<file path="config.mk">
export PLATFORM = sky130hd
export DESIGN_NAME = hbd_dma_interface
export DESIGN_NICKNAME = d
export VERILOG_FILES = /design/src/hdl/hbd_pkg.sv /design/src/hdl/hbd_dma_interface.sv
export VERILOG_INCLUDE_DIRS = /design/src /design/src/hdl
export SDC_FILE = /design/constraint.sdc
export NUM_CORES = 1
export LEC_CHECK = 0
export ABC_AREA = 1
export BUFFER_PORTS_ARGS = -buffer_cell sky130_fd_sc_hd__buf_2
export CAP_MARGIN = 10
export CORE_MARGIN = 2
export CORE_UTILIZATION = 46
export DETAILED_ROUTE_END_ITERATION = 10
export HOLD_SLACK_MARGIN = 0.03
export PLACE_DENSITY = 0.74
export SLEW_MARGIN = 20
export SYNTH_ARGS = -nofsm -noshare
export SYNTH_HDL_FRONTEND = slang
export SYNTH_SLANG_ARGS = --single-unit
</file>
<file path="constraint.sdc">
create_clock -name clk_sys -period 2.9 [get_ports clk_sys]
set_input_delay 0.435 -clock clk_sys [delete_from_list [all_inputs] [get_ports clk_sys]]
set_output_delay 0.435 -clock clk_sys [all_outputs]
set_load 0.05 [all_outputs]
</file>
<file path="src/hdl/hbd_regs.svh">
// Offsets, field positions, reset values and timing counts of the host bus DMA block.
// Assumes it is included by bare name from files under hdl/.
`ifndef HBD_REGS_SVH
`define HBD_REGS_SVH
`define HBD_IDX_CTRL0 2'h0
`define HBD_IDX_CTRL1 2'h1
`define HBD_IDX_DEST 2'h2
`define HBD_IDX_IEN 2'h3
`define HBD_REG_RST 8'h00
`define HBD_SR1_IN_LATCH 7
`define HBD_SR1_OUT_LATCH 6
`define HBD_SR1_OUT_HOLD 5
`define HBD_SR2_CNT_LSB 4
`define HBD_SR2_CNT_MSB 7
`define HBD_FAIR_GAP 4'h5
`define HBD_CACHE_BEATS 5'h04
`define HBD_ONE_BEAT 5'h01
`define HBD_NO_LIMIT 5'h1F
`define HBD_LINE_MIN 24'h000020
`define HBD_WDATA_DLY 2'h2
`endif

</file>
<file path="src/hdl/hbd_pkg.sv">
// Types shared by the host bus DMA block.
// Assumes hbd_regs.svh holds the numeric constants.
package hbd_pkg;
  typedef enum logic [1:0] {
    HBD_IDLE = 2'h0,
    HBD_REQ = 2'h1,
    HBD_XFER = 2'h3,
    HBD_GAP = 2'h2
  } hbd_state_e;
  // Transfer size code: byte, word, longword.
  typedef enum logic [1:0] {
    HBD_SZ_BYTE = 2'h0,
    HBD_SZ_WORD = 2'h1,
    HBD_SZ_LONG = 2'h2
  } hbd_size_e;
  typedef struct packed {
    hbd_state_e st;
    logic busReq;
    logic strobe;
    logic cache_burst_request;
    logic cacheTen;
    logic [4:0] limit;
    logic [4:0] beats;
    logic [3:0] gap;
    logic [31:0] addr;
    logic [23:0] rem;
    logic [31:0] mAddr;
    hbd_size_e mSize;
    logic [3:0] mBe;
    logic write;
    logic busy;
    logic done;
    logic err;
    logic inReady;
    logic [1:0][31:0] bufData;
    logic [1:0][3:0] bufLane;
    logic [1:0] bufCnt;
    logic [1:0] sPh;
    logic sAct;
    logic ready;
    logic [31:0] rdata;
    logic termOut;
    logic termOe;
    logic [3:0][7:0] regs;
    logic [7:0] status1;
    logic [7:0] status2;
  } hbd_state_s;
endpackage

</file>
<file path="src/hdl/hbd_dma_interface.sv">
// Host bus side of the SCSI processor: DMA master sequencing, slave register cycles,
// residual status and endian lane mapping.
// Assumes a single clk_sys domain and inputs synchronous to it.
//
// Notes on behaviour
// - Status one bit 6: output latch full.
// - Status one bit 5: holding reg full, sync send.
// - Status one bit 7: input latch full, async receive.
// - Status two bits 7-4: sync receive FIFO count.
// - Endian never moves FIFO or register lanes.
// - Big endian: control zero at byte 03h.
// - Little endian: control zero at byte 00h.
// - Stream bytes map to ascending memory addresses.
// - Internal register index is always little endian.
// - Never a three byte host transfer.
// - Cache mode: byte, word, longwords to align.
// - Aligned: four longword bursts while count exceeds 31.
// - Tail: longwords, then word for 3/2, byte for 1.
// - Otherwise 1, 2, 4 or 8 transfers per tenure.
// - Never exceed burst length; short final tenure.
// - New arbitration per tenure, 5-8 clock gap.
// - Retry signal pair reruns same address and size.
// - Cache burst retry only first beat, else error.
// - Slave ready, then sample termination each edge.
// - Ack enable drives termination pin in slave mode.
`include "hbd_regs.svh"
`timescale 1ns/1ps
`default_nettype none
module hbd_dma_interface #(
  parameter int COUNT_W = 24
) (
  // Clock and reset
  input wire logic clk_sys,
  input wire logic nrst,
  // Mode straps
  input wire logic bigEndian,
  input wire logic busModeSync,
  input wire logic internalAckEnable,
  // DMA command
  input wire logic dmaStart,
  input wire logic dmaToMem,
  input wire logic cacheMode,
  input wire logic [1:0] burstSel,
  input wire logic [31:0] startAddr,
  input wire logic [COUNT_W-1:0] byteCount,
  output logic dmaBusy,
  output logic dmaDone,
  output logic dmaError,
  // Host bus master
  output logic busRequest,
  input wire logic busGrant,
  output logic masterStrobe,
  output logic masterWrite,
  output logic [31:0] masterAddr,
  output logic [1:0] masterSize,
  output logic [3:0] masterByteEn,
  output logic [31:0] masterWdata,
  input wire logic [31:0] masterRdata,
  output logic cacheBurstRequest,
  input wire logic transferAckN,
  input wire logic transferErrorAckN,
  input wire logic haltN,
  input wire logic busFaultN,
  // Data from the DMA FIFO toward memory
  input wire logic [31:0] inData,
  input wire logic inValid,
  output logic inReady,
  // Data from memory toward the DMA FIFO
  output logic [31:0] outData,
  output logic [3:0] outLanes,
  output logic outValid,
  input wire logic outReady,
  // Host bus slave
  input wire logic chipSelectN,
  input wire logic slaveWrite,
  input wire logic [1:0] slaveAddr,
  input wire logic [1:0] slaveSize,
  input wire logic [31:0] slaveWdata,
  output logic [31:0] slaveRdata,
  output logic slaveReadyOut,
  input wire logic cycleTerminateNIn,
  output logic cycleTerminateNOut,
  output logic cycleTerminateOe,
  // SCSI data path residue
  input wire logic outLatchFull,
  input wire logic outHoldFull,
  input wire logic inLatchFull,
  input wire logic syncMode,
  input wire logic [3:0] rxFifoCount,
  output logic [7:0] scsiStatusOne,
  output logic [7:0] scsiStatusTwo
);

  hbd_pkg::hbd_state_s cur_r;
  hbd_pkg::hbd_state_s cur_nxt;

  // Lanes touched by an access; big endian mirrors the lane number.
  function automatic logic [3:0] laneMask(input logic [1:0] a, input hbd_pkg::hbd_size_e sz,
                                          input logic big);
    logic [1:0] ln;
    ln = big ? ~a : a;
    if (sz == hbd_pkg::HBD_SZ_LONG) begin
      laneMask = 4'hF;
    end else if (sz == hbd_pkg::HBD_SZ_WORD) begin
      laneMask = ln[1] ? 4'hC : 4'h3;
    end else begin
      laneMask = 4'h1 << ln;
    end
  endfunction

  ////////////////////////////////////////////////////////////////////////////////
  // Transfer sizing.

  logic retry;
  logic fault;
  logic acked;
  hbd_pkg::hbd_size_e nextSize;
  logic [23:0] nextBytes;
  logic [23:0] remAfter;
  logic canIssue;

  assign retry = busModeSync ? (!transferAckN && !transferErrorAckN)
                             : (!haltN && !busFaultN);
  assign fault = !retry && (busModeSync ? !transferErrorAckN : !busFaultN);
  assign acked = !retry && !fault && !transferAckN;

  always_comb begin
    // The size is picked from the address and count only; three bytes never go out.
    if (cur_r.addr[0] || cur_r.rem == 24'h000001) begin
      nextSize = hbd_pkg::HBD_SZ_BYTE;
      nextBytes = 24'h000001;
    end else if (cur_r.addr[1] || cur_r.rem < 24'h000004) begin
      nextSize = hbd_pkg::HBD_SZ_WORD;
      nextBytes = 24'h000002;
    end else begin
      nextSize = hbd_pkg::HBD_SZ_LONG;
      nextBytes = 24'h000004;
    end
  end

  assign remAfter = cur_r.rem - nextBytes;
  // A read waits for buffer room and a write for a word from the FIFO, so a stall loses nothing.
  assign canIssue = cur_r.write ? (inValid && !cur_r.inReady) : (cur_r.bufCnt != 2'h2);

  ////////////////////////////////////////////////////////////////////////////////
  // Next state.

  always_comb begin
    logic [3:0] slvMask;
    logic termSeen;
    logic pop;
    slvMask = 4'h0;
    termSeen = 1'b0;
    pop = 1'b0;
    cur_nxt = cur_r;
    cur_nxt.done = 1'b0;
    cur_nxt.inReady = 1'b0;

    // Residue of the SCSI data path, sampled every clock.
    cur_nxt.status1 = 8'h00;
    cur_nxt.status1[`HBD_SR1_OUT_LATCH] = outLatchFull;
    cur_nxt.status1[`HBD_SR1_OUT_HOLD] = outHoldFull && syncMode && !dmaToMem;
    cur_nxt.status1[`HBD_SR1_IN_LATCH] = inLatchFull && !syncMode && dmaToMem;
    cur_nxt.status2 = 8'h00;
    cur_nxt.status2[`HBD_SR2_CNT_MSB:`HBD_SR2_CNT_LSB] =
      (syncMode && dmaToMem) ? rxFifoCount : 4'h0;

    // Two-entry output buffer; the head always sits in slot 0.
    if (cur_r.bufCnt != 2'h0 && outReady) begin
      pop = 1'b1;
      cur_nxt.bufData[0] = cur_r.bufData[1];
      cur_nxt.bufLane[0] = cur_r.bufLane[1];
      cur_nxt.bufCnt = cur_r.bufCnt - 2'h1;
    end

    case (cur_r.st)
      hbd_pkg::HBD_IDLE: begin
        if (dmaStart && byteCount != '0) begin
          cur_nxt.addr = startAddr;
          cur_nxt.rem = 24'(byteCount);
          cur_nxt.write = dmaToMem;
          cur_nxt.busy = 1'b1;
          cur_nxt.err = 1'b0;
          cur_nxt.busReq = 1'b1;
          cur_nxt.st = hbd_pkg::HBD_REQ;
        end
      end
      hbd_pkg::HBD_REQ: begin
        if (busGrant) begin
          cur_nxt.beats = 5'h00;
          cur_nxt.cacheTen = 1'b0;
          cur_nxt.st = hbd_pkg::HBD_XFER;
          if (!cacheMode) begin
            cur_nxt.limit = 5'h01 << burstSel;
          end else if (cur_r.rem < `HBD_LINE_MIN) begin
            cur_nxt.limit = `HBD_NO_LIMIT;
          end else if (cur_r.addr[3:0] != 4'h0) begin
            cur_nxt.limit = `HBD_ONE_BEAT;
          end else begin
            cur_nxt.limit = `HBD_CACHE_BEATS;
            cur_nxt.cacheTen = 1'b1;
            cur_nxt.cache_burst_request = 1'b1;
          end
        end
      end
      hbd_pkg::HBD_XFER: begin
        if (!cur_r.strobe) begin
          if (canIssue) begin
            cur_nxt.strobe = 1'b1;
            cur_nxt.mAddr = cur_r.addr;
            cur_nxt.mSize = nextSize;
            // Lanes follow the low address bits; FIFO data lanes stay put.
            cur_nxt.mBe = laneMask(cur_r.addr[1:0], nextSize, bigEndian);
          end
        end else if (retry) begin
          cur_nxt.strobe = 1'b0;
          if (cur_r.cacheTen && cur_r.beats != 5'h00) begin
            cur_nxt.err = 1'b1;
            cur_nxt.rem = 24'h000000;
            cur_nxt.busReq = 1'b0;
            cur_nxt.cache_burst_request = 1'b0;
            cur_nxt.st = hbd_pkg::HBD_GAP;
            cur_nxt.gap = `HBD_FAIR_GAP;
          end
        end else if (fault) begin
          cur_nxt.strobe = 1'b0;
          cur_nxt.err = 1'b1;
          cur_nxt.rem = 24'h000000;
          cur_nxt.busReq = 1'b0;
          cur_nxt.cache_burst_request = 1'b0;
          cur_nxt.st = hbd_pkg::HBD_GAP;
          cur_nxt.gap = `HBD_FAIR_GAP;
        end else if (acked) begin
          cur_nxt.strobe = 1'b0;
          cur_nxt.addr = cur_r.addr + 32'(nextBytes);
          cur_nxt.rem = remAfter;
          cur_nxt.beats = cur_r.beats + 5'h01;
          if (cur_r.write) begin
            cur_nxt.inReady = 1'b1;
          end else begin
            cur_nxt.bufData[cur_nxt.bufCnt] = masterRdata;
            cur_nxt.bufLane[cur_nxt.bufCnt] = cur_r.mBe;
            cur_nxt.bufCnt = cur_nxt.bufCnt + 2'h1;
          end
          if (cur_r.beats + 5'h01 == cur_r.limit || remAfter == 24'h000000) begin
            cur_nxt.busReq = 1'b0;
            cur_nxt.cache_burst_request = 1'b0;
            cur_nxt.st = hbd_pkg::HBD_GAP;
            cur_nxt.gap = `HBD_FAIR_GAP;
          end
        end
      end
      hbd_pkg::HBD_GAP: begin
        cur_nxt.gap = cur_r.gap - 4'h1;
        if (cur_r.gap == 4'h1) begin
          if (cur_r.rem == 24'h000000) begin
            cur_nxt.busy = 1'b0;
            cur_nxt.done = 1'b1;
            cur_nxt.st = hbd_pkg::HBD_IDLE;
          end else begin
            cur_nxt.busReq = 1'b1;
            cur_nxt.st = hbd_pkg::HBD_REQ;
          end
        end
      end
      default: begin
        cur_nxt.st = hbd_pkg::HBD_IDLE;
      end
    endcase
    if (pop && cur_nxt.bufCnt == 2'h0) begin
      cur_nxt.bufCnt = 2'h0;
    end

    ////////////////////////////////////////////////////////////////////////////////
    // Slave register cycle.
    slvMask = laneMask(slaveAddr, hbd_pkg::hbd_size_e'(slaveSize), bigEndian);
    termSeen = internalAckEnable ? cur_r.ready : !cycleTerminateNIn;
    if (!cur_r.sAct) begin
      if (!chipSelectN) begin
        cur_nxt.sAct = 1'b1;
        cur_nxt.sPh = 2'h1;
      end
    end else if (!cur_r.ready) begin
      cur_nxt.sPh = cur_r.sPh + 2'h1;
      // Write data is only trusted from the second clock after select.
      if (cur_r.sPh == `HBD_WDATA_DLY) begin
        // Register i always lives on lane i, whatever the endian setting.
        for (int i = 0; i < 4; i++) begin
          if (slvMask[i] && slaveWrite) begin
            cur_nxt.regs[i] = slaveWdata[8*i +: 8];
          end
        end
        cur_nxt.rdata = cur_r.regs;
        cur_nxt.ready = 1'b1;
        cur_nxt.termOe = internalAckEnable;
        cur_nxt.termOut = !internalAckEnable;
      end
    end else if (termSeen) begin
      cur_nxt.ready = 1'b0;
      cur_nxt.sAct = 1'b0;
      cur_nxt.termOe = 1'b0;
      cur_nxt.termOut = 1'b1;
    end
  end

  always_ff @(posedge clk_sys or negedge nrst) begin
    if (!nrst) begin
      cur_r <= '0;
      cur_r.st <= hbd_pkg::HBD_IDLE;
      cur_r.termOut <= 1'b1;
      cur_r.regs <= {4{`HBD_REG_RST}};
    end else begin
      cur_r <= cur_nxt;
    end
  end

  ////////////////////////////////////////////////////////////////////////////////
  // Outputs, straight from the state register except masterWdata, which is inData.

  assign dmaBusy = cur_r.busy;
  assign dmaDone = cur_r.done;
  assign dmaError = cur_r.err;
  assign busRequest = cur_r.busReq;
  assign masterStrobe = cur_r.strobe;
  assign masterWrite = cur_r.write;
  assign masterAddr = cur_r.mAddr;
  assign masterSize = cur_r.mSize;
  assign masterByteEn = cur_r.mBe;
  assign masterWdata = inData;
  assign cacheBurstRequest = cur_r.cache_burst_request;
  assign inReady = cur_r.inReady;
  assign outData = cur_r.bufData[0];
  assign outLanes = cur_r.bufLane[0];
  assign outValid = cur_r.bufCnt != 2'h0;
  assign slaveRdata = cur_r.rdata;
  assign slaveReadyOut = cur_r.ready;
  assign cycleTerminateNOut = cur_r.termOut;
  assign cycleTerminateOe = cur_r.termOe;
  assign scsiStatusOne = cur_r.status1;
  assign scsiStatusTwo = cur_r.status2;
endmodule
`default_nettype wire

</file>
Word-level counts from Yosys, hierarchy flattened:

Cells that the tools add are included.

* logic and storage cells: 255
* bits in registers: 270
* bits of input ports: 184

* bitwise operators: 7
* eq/ne operators: 31
* shift-type cells: 3
* muxes and demuxes: 100
* reductions and logical operators: 68
* add/sub/neg operators: 7
* magnitude comparators: 4

Operator list (number)
* $mux 75: 4
* $mux 65: 2
* $mux 32: 4
* $pmux 56 s2: 1
* $mux 76: 1
* $mux 74: 1
* $mux 24: 3
* $mux 67: 1
* $bwmux 64: 1
* $mux 56: 1
* $logic_not 24->1: 2
* $mux 4: 12
* $mux 5: 7
* $add 32x24->32: 1
* $demux 32 s1: 1
* $mux 8: 4
* $mux 2: 15
* $mux 3: 10
* $ne 2x2->1 const B: 14
* $eq 24x1->1 const B: 1
* $lt 24x3->1 const B: 1
* $lt 24x6->1 const B: 1
* $reduce_bool 24->1: 1
* $sub 24x24->24: 1
* other kinds (43): 130

Longest topological paths before layout:

* depth in word-level cells: 17
* mapped depth: 26
* gate-level depth less buffers: 26

Least setup slack after synthesis:

OpenSTA, ideal clock, no wires.

* kind: flip-flop to flip-flop
* start point: register cur_r[212] in the netlist's numbering
* end point: register cur_r, in the netlist busRequest
* slack: -269 ps
* arrival: 3036 ps
* path buffers: 0
* period minus slack after synthesis: 3169 ps
* library setup time: 132 ps
* cell stages (with the launch flop): 24
* cells stage by stage: dfrtp_1 > nor2_1 > nand2_1 > nor2_4 > nand4_1 > nor2_1 > inv_1 > a21oi_2 > inv_1 > fa_1 > nand2_1 > nand2_4 > nor2_8 > nand2_1 > nand2_1 > nand3_1 > nor2_1 > nand2_1 > nor2_1 > nand3_2 > nand2_4 > nand3_1 > nand2_1 > o21ai_1

* longest elaborated chain between the ends: 9

Ends and longest elaborated chain
* start, declared: RTL line hbd_dma_interface.sv:94 `hbd_pkg::hbd_state_s cur_r;`
* start signal, assigned: RTL line hbd_dma_interface.sv:313 `cur_r <= cur_nxt;`
* $lt 24x3->1: RTL line hbd_dma_interface.sv:132 `end else if (cur_r.addr[1] || cur_r.rem < 24'h000004) begin`
* $logic_or 1x1->1: RTL line hbd_dma_interface.sv:132
* $mux 3: RTL line hbd_dma_interface.sv:132
* $mux 3 (*): RTL line hbd_dma_interface.sv:129 `if (cur_r.addr[0] || cur_r.rem == 24'h000001) begin`
* named net nextBytes[1]: RTL line hbd_dma_interface.sv:118 `logic [23:0] nextBytes;`
* $sub 24x24->24 (*): RTL line hbd_dma_interface.sv:141 `assign remAfter = cur_r.rem - nextBytes;`
* $logic_not 24->1 (*): RTL line hbd_dma_interface.sv:245 `if (cur_r.beats + 5'h01 == cur_r.limit || remAfter == 24'h000000) begin`
* $logic_or 1x1->1 (*): RTL line hbd_dma_interface.sv:245
* $ne 4x4->1 (no source line) (*)
* $reduce_and 8->1 (no source line) (*)

The timed path passes the listed nets; every way through them passes the cells marked *.
A chain may end at the register's enable or synchronous reset.

Final worst setup path:

* start point: register cur_r[213] in the netlist's numbering
* end point: register cur_r[278] in the netlist's numbering

* longest elaborated chain between the ends: 9

Ends and longest elaborated chain (RTL line)
* $lt 24x3->1: hbd_dma_interface.sv:132
* $logic_or 1x1->1: hbd_dma_interface.sv:132
* $mux 3: hbd_dma_interface.sv:132
* $mux 3 (*): hbd_dma_interface.sv:129
* named net nextBytes[1]: hbd_dma_interface.sv:118
* $sub 24x24->24 (*): hbd_dma_interface.sv:141
* $logic_not 24->1 (*): hbd_dma_interface.sv:245
* $logic_or 1x1->1 (*): hbd_dma_interface.sv:245
* $ne 4x4->1 (no source line) (*)
* $reduce_and 7->1 (no source line) (*)

Marks and branches as above.

==> impl_metrics.ini <==
[floorplan]
die_area_sq_um = 32700
num_rows = 64
die-width_um = 181
start_util = 0.469
core_sq_um = 30700
pin_count = 350
die_y_um = 181

[critical_path]
cp.arrival_ps = 4040
reg2reg_from = cur_r[213]
cp-startpoint = cur_r[213]
crit_path_end_kind = flip-flop
required_ps = 3370
path_class = flip-flop to flip-flop
rr_worst_depth = 23
cp-start-kind = flip-flop
cp_max_fo = 6

[clock_tree]
clk_path_buf_depth = 3
cts.sinks = 270
cts_root_buf = clkbuf_16
clock_latency_ps = 550
cts_made_buffers = 30
cts_max_level = 1
clk_pin_slew_ps = 70
cts_tree = done

[final_layout]
fill_cells = 2611
synthToLayoutAreaGrowth_pct = 24.8
drive_gt1_frac = 0.339
postLayoutCoreUtil = 0.586
layout.nets = 2157

[sta]
rsz0062_at_grt = yes
layout_min_cycle_time_ps = 3570
hold_viol = 0
worst_slack_ps = -673
clock_skew_ps = 11.5
hold_ws_ps = 61.5
slew_violations = 0
finalSetupViolCount = 56
slew_headroom = 0.527
max_clock_freq_mhz = 280
tightest_slew_ps = 709
post-route-period-util = 1.23

[global_routing]
grt_usage = 0.232
antenna_found_initial = 2
grt_first_pass_wirelength_mm = 62.4
grt.overflow.total = 0
grt_max_degree = 74
grt_pass1_vias = 12228

[placement]
hpwlAfterDp_mm = 27.5
place_congestion = 0.970
port_buffers = 276

[min_path]
hold_path_depth = 2
holdCritStartpoint = syncMode
hold_class = input pin to flip-flop

[power]
pwr-share-clk = 0.170
power_density_nw_per_um2 = 1290
ir_drop_v = 0.000741
seqPwrFrac = 0.282
switchingPower_mw = 11.0
p_comb_frac = 0.549
p_leak_nw = 9.06
sw_frac_of_total = 0.478
p_int_mw = 12.1

[synth]
synth_seq_cells = 270
synth_cell_types = 51
synth-edff-count = 0
synthArstFlopShare = 1.00
seq_area_frac_synth = 0.469
synth_area_sq_um = 14400
avgSynthCellArea_sq_um = 8.47
synth_flop_cell = dfrtp_1
ys_warn_count = 0
synthCells = 1699

[drt]
first_pass_iters = 6
ant_nets = 0
drt_iter0_drc = 987
wirelength_mm = 40.6
num_vias = 12795
drc_errors = 0
routedWlPerCell_um = 17.1
vias_per_cell = 5.38

[outcome]
violations = setup timing
status = finished with violations

[flow_run]
cap_violations = 0
## logic make-up (layout without fill, tap and decap cells)
kind of cell    after synthesis  count (layout)  share of synthesized area
mux                          62              62                     0.0484
buf+inv                     350             623                      0.132
xor+xnor                     23              23                     0.0140
simple gates                710             710                      0.214
fa+ha+maj                    15              15                     0.0136
compound gates              268             268                      0.108
other cells                   1              11                   0.000260
flops                       270             270                      0.469
## stage by stage
step                      setup slack [ps]  area [sq um]  TNS (ps)  cells  power [mW]
after detailed placement              -497         15700    -12280   2265        17.3
after global routing                  -810         18000    -25150   2378        24.5
final                                 -673         18000    -18450   2378        23.1
after CTS                             -388         17400     -4320   2355        22.0
after global placement                -397         15700     -7220   2265        17.0
after floorplan                       -117         14400      -638   1707        14.9
## placed cells by master, fill, tap and decap left out, types with 16 or more instances in the layout
| master | count |
|---|---|
| buf_4 | 125 |
| buf_2 | 275 |
| clkbuf_16 | 31 |
| a21oi_1 | 27 |
| inv_1 | 123 |
| buf_6 | 25 |
| o21ai_1 | 39 |
| dfrtp_1 | 269 |
| o21ai_0 | 77 |
| nor2_1 | 131 |
| nand2_2 | 34 |
| nor3_1 | 17 |
| a31oi_1 | 40 |
| mux2_1 | 32 |
| o22ai_1 | 19 |
| mux2_2 | 29 |
| nand4_1 | 16 |
| nand3_1 | 75 |
| nand2_1 | 348 |
## worst max-delay path, stage by stage, from the launching register on
cell,delay (ps)
dfrtp_1,400
nor2_2,180
nand2_2,110
nor2_4,120
nand4_1,190
nor2_2,230
buf_6,130
inv_4,40
a21oi_4,150
inv_2,80
fa_2,430
nand2_4,130
nand2_8,80
nor2_8,160
nand2_2,70
nand2_2,90
nand3_2,70
nor2_2,140
nand2_1,80
nor2_2,90
nand3_2,110
nand2_4,110
nand4_1,120
a21oi_1,160
## repair_timing
item | in CTS | in global routing
hold endpoints to repair | 69 | 0
hold buffers | 3 | 0
pin swaps | 53 | 89
setup buffers | 35 | 24
resized for setup | 88 | 129
endpoints found under the setup margin | 48 | 58
## final timing paths
kind | endpoint | slack (ps)
worst min-delay path | scsiStatusOne[7] | 60
max in group asynchronous | masterAddr[20] | 1570
worst min register to register | slaveRdata[16] | 460
min in group asynchronous | masterAddr[13] | 450
worst max-delay path | cur_r[278] | -670
worst max register to register | cur_r[278] | -670
## layout make-up
cell class              instances  area (sq um)  share of cell area
multi-input cells            1087          6440               0.359
clock buffers                  41           863              0.0481
well taps                     396           495              0.0276
clock inverters                13           151             0.00843
diodes                          2          5.00            0.000279
repair buffers                433          2720               0.152
inverters                     136           523              0.0291
flip-flops and latches        270          6760               0.376
## synthesized netlist by cell type (all sizes together), types with 4 or more instances
| library cell | n | share of area |
|---|---|---|
| a22oi | 14 | 0.0073 |
| inv | 136 | 0.035 |
| mux2 | 61 | 0.048 |
| nand2 | 394 | 0.11 |
| or2 | 6 | 0.0028 |
| xnor2 | 9 | 0.0055 |
| xor2 | 14 | 0.0085 |
| nor3 | 23 | 0.0096 |
| o211ai | 11 | 0.0057 |
| a31oi | 40 | 0.017 |
| buf | 167 | 0.085 |
| a2bb2oi | 5 | 0.0030 |
| nor2 | 162 | 0.048 |
| o21ai | 126 | 0.044 |
| nand4 | 16 | 0.0070 |
| nand3 | 93 | 0.033 |
| dfrtp | 269 | 0.47 |
| clkbuf | 47 | 0.012 |
| ha | 14 | 0.012 |
| nor4 | 12 | 0.0056 |
| a21oi | 38 | 0.014 |
| o221ai | 4 | 0.0024 |
| o22ai | 21 | 0.0091 |
## power groups by stage
stage	Clock, mW	Sequential (mW)	Combinational (mW)
final	3.92	6.50	12.7
after global routing	4.13	6.72	13.6
after CTS	3.99	6.47	11.5
after detailed placement	0	6.48	10.8
after global placement	0	6.41	10.6
after floorplan	0	6.43	8.48
## layer usage
layer  vias to the layer above  GRT usage  share of wire
met1                      6175      0.304           0.41
li1                       5955          -              -
met5                         -          0              0
met4                         0     0.0810          0.032
met2                       539      0.382           0.48
met3                       126     0.0474          0.077
Power figures use the tool's default switching activity.
